--- config.mk ---
export PLATFORM = sky130hd
export DESIGN_NAME = vcarb_config_regs
export DESIGN_NICKNAME = d
export VERILOG_FILES = /design/src/include/vcarb_pkg.sv /design/src/hdl/vcarb_table_copy.sv /design/src/hdl/vcarb_config_regs.sv
export SDC_FILE = /design/constraint.sdc
export NUM_CORES = 1
export LEC_CHECK = 0
export BUFFER_PORTS_ARGS = -buffer_cell sky130_fd_sc_hd__buf_2
export CAP_MARGIN = 20
export CORE_MARGIN = 2
export CORE_UTILIZATION = 60
export CTS_BUF_LIST = sky130_fd_sc_hd__clkbuf_4 sky130_fd_sc_hd__clkbuf_8 sky130_fd_sc_hd__clkbuf_16
export CTS_CLUSTER_DIAMETER = 60
export CTS_CLUSTER_SIZE = 25
export DETAILED_ROUTE_END_ITERATION = 8
export GPL_ROUTABILITY_DRIVEN = 0
export GPL_TIMING_DRIVEN = 0
export PLACE_DENSITY = 0.82
export REMOVE_ABC_BUFFERS = 1
export SLEW_MARGIN = 20
export SYNTH_ARGS = -nofsm -noshare
export SYNTH_HDL_FRONTEND = slang
export SYNTH_SLANG_ARGS = --single-unit
--- constraint.sdc ---
create_clock -name clk_sys -period 5.23 [get_ports clk_sys]
set_clock_uncertainty 0.05 [all_clocks]
set_input_delay 0.2615 -clock clk_sys [delete_from_list [all_inputs] [get_ports clk_sys]]
set_output_delay 0.2615 -clock clk_sys [all_outputs]
set_load 0.02 [all_outputs]
--- src/include/vcarb_pkg.sv ---
package vcarb_pkg;

  // configuration-space byte offsets of the block
  localparam logic [11:0] VCARB_CAP_OFFSET       = 12'h158;
  localparam logic [11:0] VCARB_CTRL_OFFSET      = 12'h15c;
  localparam logic [11:0] VCARB_STAT_OFFSET      = 12'h15e;
  // arbitration table window inside the capability structure
  localparam logic [11:0] VCARB_TABLE_BASE       = 12'h180;
  localparam int          VCARB_TABLE_WORDS      = 4;

  // capability register fields
  localparam int          VCARB_TBL_OFFSET_LSB   = 24;
  localparam logic [7:0]  VCARB_TBL_OFFSET_VAL   = 8'h03;
  localparam logic [7:0]  VCARB_SCHEME_CAP_VAL   = 8'h03;
  localparam logic [2:0]  VCARB_LOW_PRIO_NONE    = 3'h0;
  localparam logic [2:0]  VCARB_LOW_PRIO_DEFAULT = 3'h1;

  // control and status register fields
  localparam int          VCARB_LOAD_BIT         = 0;
  localparam int          VCARB_SELECT_LSB       = 1;
  localparam logic [2:0]  VCARB_SEL_FIXED_RR     = 3'h0;
  localparam logic [2:0]  VCARB_SEL_WRR32        = 3'h1;
  localparam logic [15:0] VCARB_CTRL_RESET       = 16'h0000;
  localparam logic [15:0] VCARB_STAT_RESET       = 16'h0000;

  // cycles one table word takes to copy into the working table
  localparam int          VCARB_COPY_CYCLES      = 1;

  // configuration access from the extended-config decoder
  typedef struct packed
  {
    logic        rd;
    logic        wr;
    logic [11:0] addr;
    logic [3:0]  be;
    logic [31:0] wdata;
  } vcarb_cfg_req_t;

  // working arbitration state offered to the arbiter
  typedef struct packed
  {
    logic [2:0]  scheme;
    logic        table_valid;
  } vcarb_arb_cfg_t;

  // load engine states
  typedef enum logic [2:0]
  {
    VCARB_IDLE = 3'b001,
    VCARB_WAIT = 3'b010,
    VCARB_COPY = 3'b100
  } vcarb_state_t;

endpackage

--- src/hdl/vcarb_table_copy.sv ---
`timescale 1ns/100ps
module vcarb_table_copy
#(
  parameter int WORDS = 4
)
(
  // clock and reset
  input  wire logic                 clk_sys,
  input  wire logic                 rstn,
  // copy control
  input  wire logic                 start,
  input  wire logic [WORDS*32-1:0]  shadow,
  output logic                      done,
  // working table for the arbiter
  output logic [WORDS*32-1:0]       working
);
  import vcarb_pkg::*;

  localparam int IW = (WORDS > 1) ? $clog2(WORDS) : 1;

  logic [IW-1:0]         idx_reg;      // word being copied
  logic [IW-1:0]         idx_next;
  logic                  busy_reg;     // copy under way
  logic                  busy_next;
  logic [WORDS*32-1:0]   work_reg;     // working table
  logic [WORDS*32-1:0]   work_next;
  logic                  done_reg;     // one-cycle completion pulse
  logic                  done_next;

  // word-serial copy: keeps a single 32-bit path like a real table ram port
  always_comb
  begin
    idx_next  = idx_reg;
    busy_next = busy_reg;
    work_next = work_reg;
    done_next = 1'b0;
    if (start && !busy_reg)
    begin
      busy_next = 1'b1;
      idx_next  = '0;
    end
    else if (busy_reg)
    begin
      work_next[idx_reg*32 +: 32] = shadow[idx_reg*32 +: 32];
      if (idx_reg == IW'(WORDS - 1))
      begin
        busy_next = 1'b0;
        done_next = 1'b1;
      end
      else
      begin
        idx_next = idx_reg + 1'b1;
      end
    end
  end

  // registers only
  always_ff @(posedge clk_sys or negedge rstn)
  begin
    if (!rstn)
    begin
      idx_reg  <= '0;
      busy_reg <= 1'b0;
      work_reg <= '0;
      done_reg <= 1'b0;
    end
    else
    begin
      idx_reg  <= idx_next;
      busy_reg <= busy_next;
      work_reg <= work_next;
      done_reg <= done_next;
    end
  end

  assign done    = done_reg;
  assign working = work_reg;
endmodule

--- src/hdl/vcarb_config_regs.sv ---
// Overview of operation
// [RULE1] table offset reads 00h or 03h by count
// [RULE2] zero offset: table is scratch pad only
// [RULE3] capability field one bit per scheme
// [RULE4] capability reads 00h or 03h by count
// [RULE5] capability bits 23:8 read zero
// [RULE6] select field bits 3:1, reset fixed round-robin
// [RULE7] software writes only codes 000 or 001
// [RULE8] load bit copies table into working tables
// [RULE9] load bit self-clears, reads zero
// [RULE10] any table write sets pending flag
// [RULE11] pending clears only after completed load
// [RULE12] control bits 15:4 read zero, ignore writes
// [RULE13] status bits 15:1 read zero
// [RULE14] low-priority count default follows strict priority
// [RULE15] new table applied only between decisions
// [RULE16] edit during load keeps pending flag
`timescale 1ns/100ps
module vcarb_config_regs
#(
  parameter int TABLE_WORDS = vcarb_pkg::VCARB_TABLE_WORDS
)
(
  // clock and reset
  input  wire logic                     clk_sys,
  input  wire logic                     rstn,
  // strap from the general control register
  input  wire logic                     strict_priority_en,
  // configuration access
  input  wire vcarb_pkg::vcarb_cfg_req_t cfg_req,
  output logic [31:0]                   cfg_rdata,
  output logic                          cfg_hit,
  // arbiter side
  input  wire logic                     arb_decision_idle,
  output vcarb_pkg::vcarb_arb_cfg_t     arb_cfg,
  output logic [TABLE_WORDS*32-1:0]     arb_working_table,
  output logic [2:0]                    low_prio_ext_channel_count
);
  import vcarb_pkg::*;

  localparam int TW = (TABLE_WORDS > 1) ? $clog2(TABLE_WORDS) : 1;

  // configuration-space state
  logic [2:0]                   arb_scheme_select_reg;   // software choice
  logic [2:0]                   arb_scheme_select_next;
  logic                         arb_table_pending_flag_reg;
  logic                         arb_table_pending_flag_next;
  logic [TABLE_WORDS*32-1:0]    shadow_reg;              // software-visible table
  logic [TABLE_WORDS*32-1:0]    shadow_next;
  logic [2:0]                   low_prio_reg;            // strap-derived count
  logic [2:0]                   low_prio_next;
  logic                         strap_done_reg;          // count captured once
  logic                         strap_done_next;
  // applied state
  vcarb_arb_cfg_t               arb_cfg_reg;
  vcarb_arb_cfg_t               arb_cfg_next;
  vcarb_state_t                 state_reg;
  vcarb_state_t                 state_next;
  logic [TABLE_WORDS*32-1:0]    applied_table_reg;       // table the arbiter uses
  logic [TABLE_WORDS*32-1:0]    applied_table_next;
  logic                         copied_reg;              // copy done, gap awaited
  logic                         copied_next;
  logic                         edit_in_load_reg;        // edit arrived mid-load
  logic                         edit_in_load_next;
  logic [31:0]                  rdata_reg;
  logic [31:0]                  rdata_next;
  logic                         hit_reg;
  logic                         hit_next;
  // copy engine handshake
  logic                         copy_start;
  logic                         copy_done;
  logic [TABLE_WORDS*32-1:0]    copy_table;              // copy engine output
  logic                         load_apply;              // new table goes live
  // decode helpers
  logic                         table_hit;
  logic [TW-1:0]                table_idx;
  logic                         arb_table_load_strobe;
  logic [7:0]                   arb_table_offset;
  logic [7:0]                   arb_scheme_capability;
  logic                         table_write;

  // address decode of the table window
  always_comb
  begin
    table_hit = (cfg_req.addr >= VCARB_TABLE_BASE) &&
                (cfg_req.addr < VCARB_TABLE_BASE + 12'(TABLE_WORDS * 4));
    table_idx = TW'((cfg_req.addr - VCARB_TABLE_BASE) >> 2);
    table_write = cfg_req.wr && table_hit;
    // [RULE8] load strobe decode
    arb_table_load_strobe = cfg_req.wr && (cfg_req.addr == VCARB_CTRL_OFFSET) &&
                            cfg_req.be[0] && cfg_req.wdata[VCARB_LOAD_BIT];
    // [RULE1] offset field value
    arb_table_offset = (low_prio_reg == VCARB_LOW_PRIO_NONE) ? 8'h00 : VCARB_TBL_OFFSET_VAL;
    // [RULE3] [RULE4] capability field value
    arb_scheme_capability = (low_prio_reg == VCARB_LOW_PRIO_NONE) ? 8'h00
                            : VCARB_SCHEME_CAP_VAL;
  end

  // register writes and strap capture
  always_comb
  begin
    arb_scheme_select_next = arb_scheme_select_reg;
    shadow_next            = shadow_reg;
    low_prio_next          = low_prio_reg;
    strap_done_next        = 1'b1;
    // [RULE14] count default chosen once after reset release
    if (!strap_done_reg)
      low_prio_next = strict_priority_en ? VCARB_LOW_PRIO_NONE : VCARB_LOW_PRIO_DEFAULT;
    // [RULE6] [RULE12] only bits 3:1 are stored
    if (cfg_req.wr && (cfg_req.addr == VCARB_CTRL_OFFSET) && cfg_req.be[0])
    begin
      // [RULE7] reserved codes are kept as written; arbiter falls back
      arb_scheme_select_next = cfg_req.wdata[VCARB_SELECT_LSB +: 3];
    end
    if (table_write)
    begin
      for (int b = 0; b < 4; b++)
        if (cfg_req.be[b])
          shadow_next[table_idx*32 + b*8 +: 8] = cfg_req.wdata[b*8 +: 8];
    end
  end

  // pending flag: set wins over the clear of a finishing load
  always_comb
  begin
    arb_table_pending_flag_next = arb_table_pending_flag_reg;
    edit_in_load_next           = edit_in_load_reg;
    // [RULE16] an edit while a load runs may miss the copy
    if (table_write && (state_reg != VCARB_IDLE))
      edit_in_load_next = 1'b1;
    // [RULE11] clear only once the loaded table is live
    if (load_apply)
    begin
      arb_table_pending_flag_next = edit_in_load_reg;
      edit_in_load_next           = 1'b0;
    end
    // [RULE10] [RULE16] any edit sets, even mid-load
    if (table_write)
      arb_table_pending_flag_next = 1'b1;
  end

  // load sequencing; copy only starts with the arbiter between decisions
  always_comb
  begin
    state_next         = state_reg;
    arb_cfg_next       = arb_cfg_reg;
    applied_table_next = applied_table_reg;
    copied_next        = copied_reg;
    copy_start         = 1'b0;
    load_apply         = 1'b0;
    // [RULE2] table has effect only with a nonzero offset
    arb_cfg_next.table_valid = (arb_table_offset != 8'h00) && arb_cfg_reg.table_valid;
    case (state_reg)
      VCARB_IDLE:
      begin
        if (arb_table_load_strobe)
          state_next = VCARB_WAIT;
        // [RULE15] scheme swaps only between decisions
        if (arb_decision_idle)
          arb_cfg_next.scheme = (arb_scheme_select_reg == VCARB_SEL_WRR32) ? VCARB_SEL_WRR32
                                : VCARB_SEL_FIXED_RR;
      end
      VCARB_WAIT:
      begin
        // [RULE15] start copy between decisions
        if (arb_decision_idle)
        begin
          copy_start = 1'b1;
          state_next = VCARB_COPY;
        end
      end
      VCARB_COPY:
      begin
        // completion pulse is short, remember it until the arbiter pauses
        if (copy_done)
          copied_next = 1'b1;
        // [RULE8] [RULE15] whole image goes live at once, between decisions
        if ((copy_done || copied_reg) && arb_decision_idle)
        begin
          load_apply               = 1'b1;
          copied_next              = 1'b0;
          applied_table_next       = copy_table;
          arb_cfg_next.table_valid = (arb_table_offset != 8'h00);
          state_next               = VCARB_IDLE;
        end
      end
      default:
        state_next = VCARB_IDLE;
    endcase
  end

  // read data mux
  always_comb
  begin
    rdata_next = 32'h0000_0000;
    hit_next   = cfg_req.rd || cfg_req.wr;
    if (cfg_req.rd)
    begin
      if (cfg_req.addr == VCARB_CAP_OFFSET)
        // [RULE5] reserved bits zero
        rdata_next = {arb_table_offset, 16'h0000, arb_scheme_capability};
      else if (cfg_req.addr == VCARB_CTRL_OFFSET)
        // [RULE9] [RULE13] load bit and reserved read zero, status above
        rdata_next = {15'h0000, arb_table_pending_flag_reg,
                      12'h000, arb_scheme_select_reg, 1'b0};
      else if (cfg_req.addr == VCARB_STAT_OFFSET)
        rdata_next = {16'h0000, 15'h0000, arb_table_pending_flag_reg};
      else if (table_hit)
        rdata_next = shadow_reg[table_idx*32 +: 32];
      else
        hit_next = 1'b0;
    end
  end

  // all state registers
  always_ff @(posedge clk_sys or negedge rstn)
  begin
    if (!rstn)
    begin
      arb_scheme_select_reg      <= VCARB_SEL_FIXED_RR;
      arb_table_pending_flag_reg <= 1'b0;
      shadow_reg                 <= '0;
      low_prio_reg               <= VCARB_LOW_PRIO_DEFAULT;
      strap_done_reg             <= 1'b0;
      arb_cfg_reg                <= '0;
      state_reg                  <= VCARB_IDLE;
      rdata_reg                  <= 32'h0000_0000;
      hit_reg                    <= 1'b0;
      applied_table_reg          <= '0;
      copied_reg                 <= 1'b0;
      edit_in_load_reg           <= 1'b0;
    end
    else
    begin
      arb_scheme_select_reg      <= arb_scheme_select_next;
      arb_table_pending_flag_reg <= arb_table_pending_flag_next;
      shadow_reg                 <= shadow_next;
      low_prio_reg               <= low_prio_next;
      strap_done_reg             <= strap_done_next;
      arb_cfg_reg                <= arb_cfg_next;
      state_reg                  <= state_next;
      rdata_reg                  <= rdata_next;
      hit_reg                    <= hit_next;
      applied_table_reg          <= applied_table_next;
      copied_reg                 <= copied_next;
      edit_in_load_reg           <= edit_in_load_next;
    end
  end

  // word-serial copy; its half-filled image never reaches the arbiter
  vcarb_table_copy #(.WORDS(TABLE_WORDS)) i_vcarb_table_copy
  (
    .clk_sys (clk_sys),
    .rstn    (rstn),
    .start   (copy_start),
    .shadow  (shadow_reg),
    .done    (copy_done),
    .working (copy_table)
  );

  assign cfg_rdata                  = rdata_reg;
  assign cfg_hit                    = hit_reg;
  assign arb_cfg                    = arb_cfg_reg;
  assign arb_working_table          = applied_table_reg;
  assign low_prio_ext_channel_count = low_prio_reg;
endmodule

# Word level (Yosys, flattened, before mapping)
# Index checks and enable logic that the tools add are counted.
# W data, S select, Z words.
dict set report word_totals {
  regBits 438
  latchBits 0
  ramBits 0
  romBits 0
  input_bits 54
  output_inout_bits 168
  elab_cells 129
  memories 0
}
dict set report classes {
  addsub 10
  n_mul 0
  div_mod_pow 0
  n_lt_le_gt_ge 2
  eq_ne 13
  shift 12
  n_mux 50
  n_bitwise 1
  n_reduce_logical 24
}
# operator count
set ops {}
lappend ops {{$mux W128} 7}
lappend ops {{$bwmux W128} 5}
lappend ops {{$shift A8 B34 Y128 const A} 4}
lappend ops {{$shiftx A8 B34 Y128} 4}
lappend ops {{$shiftx A128 B8 Y32} 2}
lappend ops {{$mux W32} 5}
lappend ops {{$shift A32 B34 Y128 const A} 1}
lappend ops {{$shiftx A32 B34 Y128} 1}
lappend ops {{$neg A8 Y34} 3}
lappend ops {{$neg A7 Y34} 2}
lappend ops {{$eq A12 B9 Y1 const B} 3}
lappend ops {{$mux W1} 25}
lappend ops {{$add A7 B5 Y8 const B} 2}
lappend ops {{$ge A12 B9 Y1 const B} 1}
lappend ops {{$lt A12 B9 Y1 const B} 1}
lappend ops {{$reduce_and A2 Y1} 5}
lappend ops {{$logic_and A1 B1 Y1} 9}
lappend ops {{$mux W3} 3}
lappend ops {{$pmux W3 S3} 1}
lappend ops {{$add A7 B4 Y8 const B} 1}
lappend ops {{$mux W2} 4}
lappend ops {{$reduce_bool A2 Y1} 4}
lappend ops {{$reduce_bool A8 Y1} 1}
lappend ops {{$eq A3 B1 Y1 const B} 2}
lappend ops {{13 further kinds} 16}

# Logic depth before layout (Yosys ltp)
dict set report depth {
  word_depth 14
  depth_mapped 8
  depth_no_buf 6
}

# By module
# A second synthesis with hierarchy kept.
dict set report unflattened {
  cells_unflattened 1381
  area_unflattened_um2 18453.9
}
# mod instances cells_each area_per_inst_um2
set by_module_without_submodules {}
lappend by_module_without_submodules {vcarb_config_regs 1 1034 12852.3}
lappend by_module_without_submodules {vcarb_table_copy 1 347 5601.6}

# Worst setup path after synthesis
# Ideal clock, no wire load.
dict set report synth_path {
  kind {register -> register}
  start {reg i_vcarb_table_copy.idx_reg[1]}
  end {reg i_vcarb_table_copy.work_reg[66] (netlist: i_vcarb_table_copy.working[66])}
  setup_ns 0.066
  arrival_time_ns 2.441
  path_slack_ns 2.673
  path_stages_with_launch 9
  n_path_buf 3
  synth_period_minus_slack_ns 2.557
  cell_sequence {dfrtp_1 clkbuf_1 clkbuf_1 inv_1 ha_1 inv_1 nor4_1 clkbuf_1 a22o_1}
}
dict set report synth_via {
  elab_chain_cells 3
  word_cells_on_any_way 5
  cone_classes {add/sub: 1; shift: 3; mux: 1}
}
# element line
set synth_lines {}
lappend synth_lines {{start: declaration} vcarb_table_copy.sv:21} ;# logic [IW-1:0] idx_reg;
lappend synth_lines {{start signal: assignment} vcarb_table_copy.sv:69} ;# idx_reg <= idx_next;
lappend synth_lines {{$shiftx A128 B8 Y32 / $neg A7 Y34 (equally long branches)} vcarb_table_copy.sv:44} ;# work_next[idx_reg*32 +: 32] = shadow[idx_reg*32 +: 32];
lappend synth_lines {{$shiftx A32 B34 Y128 / $shift A32 B34 Y128 (equally long branches)} vcarb_table_copy.sv:44}
lappend synth_lines {{$bwmux W128 (*)} vcarb_table_copy.sv:44}
lappend synth_lines {{end signal: assignment} vcarb_table_copy.sv:71} ;# work_reg <= work_next;
lappend synth_lines {{end: declaration} vcarb_table_copy.sv:25} ;# logic [WORDS*32-1:0] work_reg;
# Mark *: on every way between the ends. The rest lies on a longest branch, timed or not.
# A chain may end at the register's enable or synchronous reset.

# Worst setup path in the final report
dict set report layout_path {
  start {reg i_vcarb_table_copy.idx_reg[0]}
  end {reg i_vcarb_table_copy.work_reg[45] (netlist: i_vcarb_table_copy.working[45])}
}
# The elaborated chain is that of the path after synthesis.

==> flow_summary.ini <==
[route]
dr.pass1.iters = 5
wl_met2_um = 23300
wl_met1_um = 18900
dr_wl_met3_um = 3100
drtAntennaViolNets = 0
highest_layer = met5
wl_um = 46700
drt-initial-drc-count = 1056
vias = 12500
vias_per_cell = 6.16
wl_per_cell_um = 23.0
route.detailed.drc = 0

[synth]
ys_warn_count = 0
synth_top_cell_by_area = dfrtp_1
avgSynthCellArea_um2 = 13.2
synth_enable_flop_cells = 0
async_reset_ff_share_pct = 100
synth_cell_types = 53
yosys-top-cells-area = dfrtp_1, mux2_2, mux4_2, a22o_1, nand2_1
yosysSeqAreaShare_pct = 59.7
yosys.area.top_type_share_pct = 59.4
ys_ff_latch = 434
synth_flop_cell = dfrtp_1
syn_inst = 1383
yosys.cell_count.top_type = dfrtp_1
synth_commonest_cells = dfrtp_1, nand2_1, mux2_2, a22o_1, o21ai_0
synth_area_um2 = 18200

[worst_setup_path]
r2r-start = i_vcarb_table_copy.idx_reg[0]
worstPathRequired_ps = 5690
worstSetupPathType = register to register
path_buf_inv = 5
end_kind = register
r2r_cells = 8
critical_path.slowest_cell = nor4_4
rrSetupSlack_ps = 1850
cp_cell_sequence = buf_12 -> inv_1 -> ha_1 -> inv_1 -> nor4_4 -> buf_8 -> buf_6 -> a22o_1
cpMostUsedCell = inv_1
start_kind = register
worstSetupPathDepth = 8
crit_fanout = 22
critPathArrivalTime_ps = 3840
r2r_end = i_vcarb_table_copy.working[45]
cpLargestDelayFamily = buffers and inverters
cpPeakStageDelay_ps = 930

[clocking]
clock_sinks = 434
cts_max_level = 1
cts_max_path_buffers = 3
cts_tree = yes
clk_pin_slew_ps = 100
clock_latency_ps = 570
cts_setup_buffers = 0
root_buffer = clkbuf_16
numCtsBuffers = 28

[timing]
final_hold_viol_count = 0
grt_setup_unrepaired = no
timing.final.crit_share_pct = 64.6
slew_violations = 0
whs_ps = 69.6
setup_viol = 0
tightest_slew_ps = 1030
post-route-min-period_ps = 3380
max_freq_mhz = 296
timing.slew.headroom_pct = 30.6

[final_layout]
finalNonFillerCells = 2027
area_delta_synth_final_pct = 17.7
fillers = 1978
final_cell_area_um2 = 21400
drive_above_1_share_pct = 32.3
final_util_pct = 72.0
final_nets = 1677

[grt]
grt_usage_pct = 30.1
grt_pass1_vias = 12900
grt_overflow_total = 0
grt_max_degree = 102
antenna_found_initial = 5
grt_pass1_wl_um = 72900

[die]
die_area_um2 = 31700
coreArea_um2 = 29700
initial_core_util_pct = 61.2
die_w_um = 178
die_h_um = 178
row_count = 63
io_pins = 222

[place]
port_buffers = 217
placed_area_um2 = 20000
dp_cells = 1936
place_hpwl_um = 30900

[hold_path]
hold_depth = 4
holdPathEnd = arb_scheme_select_reg[0]
min_from = cfg_req[36]
hold_class = primary input to register

[power_and_ir_drop]
peakVddDrop_mv = 0.228
p_leak_nw = 10.8
power_density_nw_per_um2 = 283

[run_status]
status = complete, no violations

[run]
drv_cap = 0
[stage by stage]
stage	setup slack, ps	power [mW]	setup TNS [ps]
4_1_cts	1900	6.09	0
2_1_floorplan	-2060	3.51	-269620
3_5_place_dp	1910	3.68	0
3_3_place_gp	-4980	3.66	-2899390
6_report	1850	6.06	0
5_1_grt	1690	6.26	0
[kinds of logic after synthesis]
family                   after synthesis  share of synthesized area, %
adder cells (fa/ha/maj)               11                         0.757
other                                  2                        0.0413
AO/OA/AOI/OAI                        250                          9.81
buffers and inverters                135                          3.33
AND/OR/NAND/NOR                      323                          8.51
multiplexers                         228                          17.8
flip-flops                           434                          59.7
[power by group]
group          switching (mW)  internal [mW]
sequential            0.00648           3.36
combinational           0.179         0.0941
clock                    1.27           1.16
[per-layer routing]
metal	track usage, %	vias up
li1	-	5430
met1	41.3	6450
met2	50.0	507
met3	4.48	90
met4	10.1	2
met5	0	-
[how the worst max path moves through the flow]
stage | from | to | slack (ps)
5_1_grt | i_vcarb_table_copy.idx_reg[0] | i_vcarb_table_copy.working[61] | 1690
3_5_place_dp | i_vcarb_table_copy.idx_reg[0] | i_vcarb_table_copy.working[45] | 1910
6_report | i_vcarb_table_copy.idx_reg[0] | i_vcarb_table_copy.working[45] | 1850
3_3_place_gp | state_reg[2] | arb_working_table[115] | -4980
4_1_cts | i_vcarb_table_copy.idx_reg[0] | i_vcarb_table_copy.working[45] | 1900
2_1_floorplan | state_reg[1] | arb_working_table[0] | -2060
[tightest hold or removal path, stage by stage]
cell and delay [ps]:
buf_2 150, nor4_4 80, nand2_1 60, o21ai_0 80
[cell usage in the layout, fill, tap and decap left out, types with 11 or more instances in the layout]
cell type / Yosys / layout
o21ai_0: 91 / 91
nand2_1: 231 / 227
dlygate4sd3_1: 0 / 36
mux2i_1: 34 / 34
a22o_1: 128 / 128
nand4_1: 11 / 11
ha_1: 11 / 11
dfrtp_1: 432 / 430
buf_16: 0 / 11
inv_1: 44 / 44
and3_1: 31 / 31
mux4_2: 64 / 64
mux2_2: 130 / 130
buf_2: 30 / 218
clkbuf_16: 0 / 29
[repair_timing]
action | 4_1_cts | 5_1_grt
endpoints found under the hold margin | 220 | 0
gates resized for setup | 0 | 0
hold buffers | 36 | 0
[layout make-up]
type                       instances  area, µm²  area share (%)
clock buffer                      31        747            3.49
inverter                          44        165           0.772
tap                              390        488            2.28
antenna                            4       10.0          0.0468
timing repair buffer             287       2050            9.56
clock inverter                    20        259            1.21
multi-input combinational        817       6820            31.9
sequential                       434      10900            50.8
Note: power is estimated with default switching activity, not from simulation.
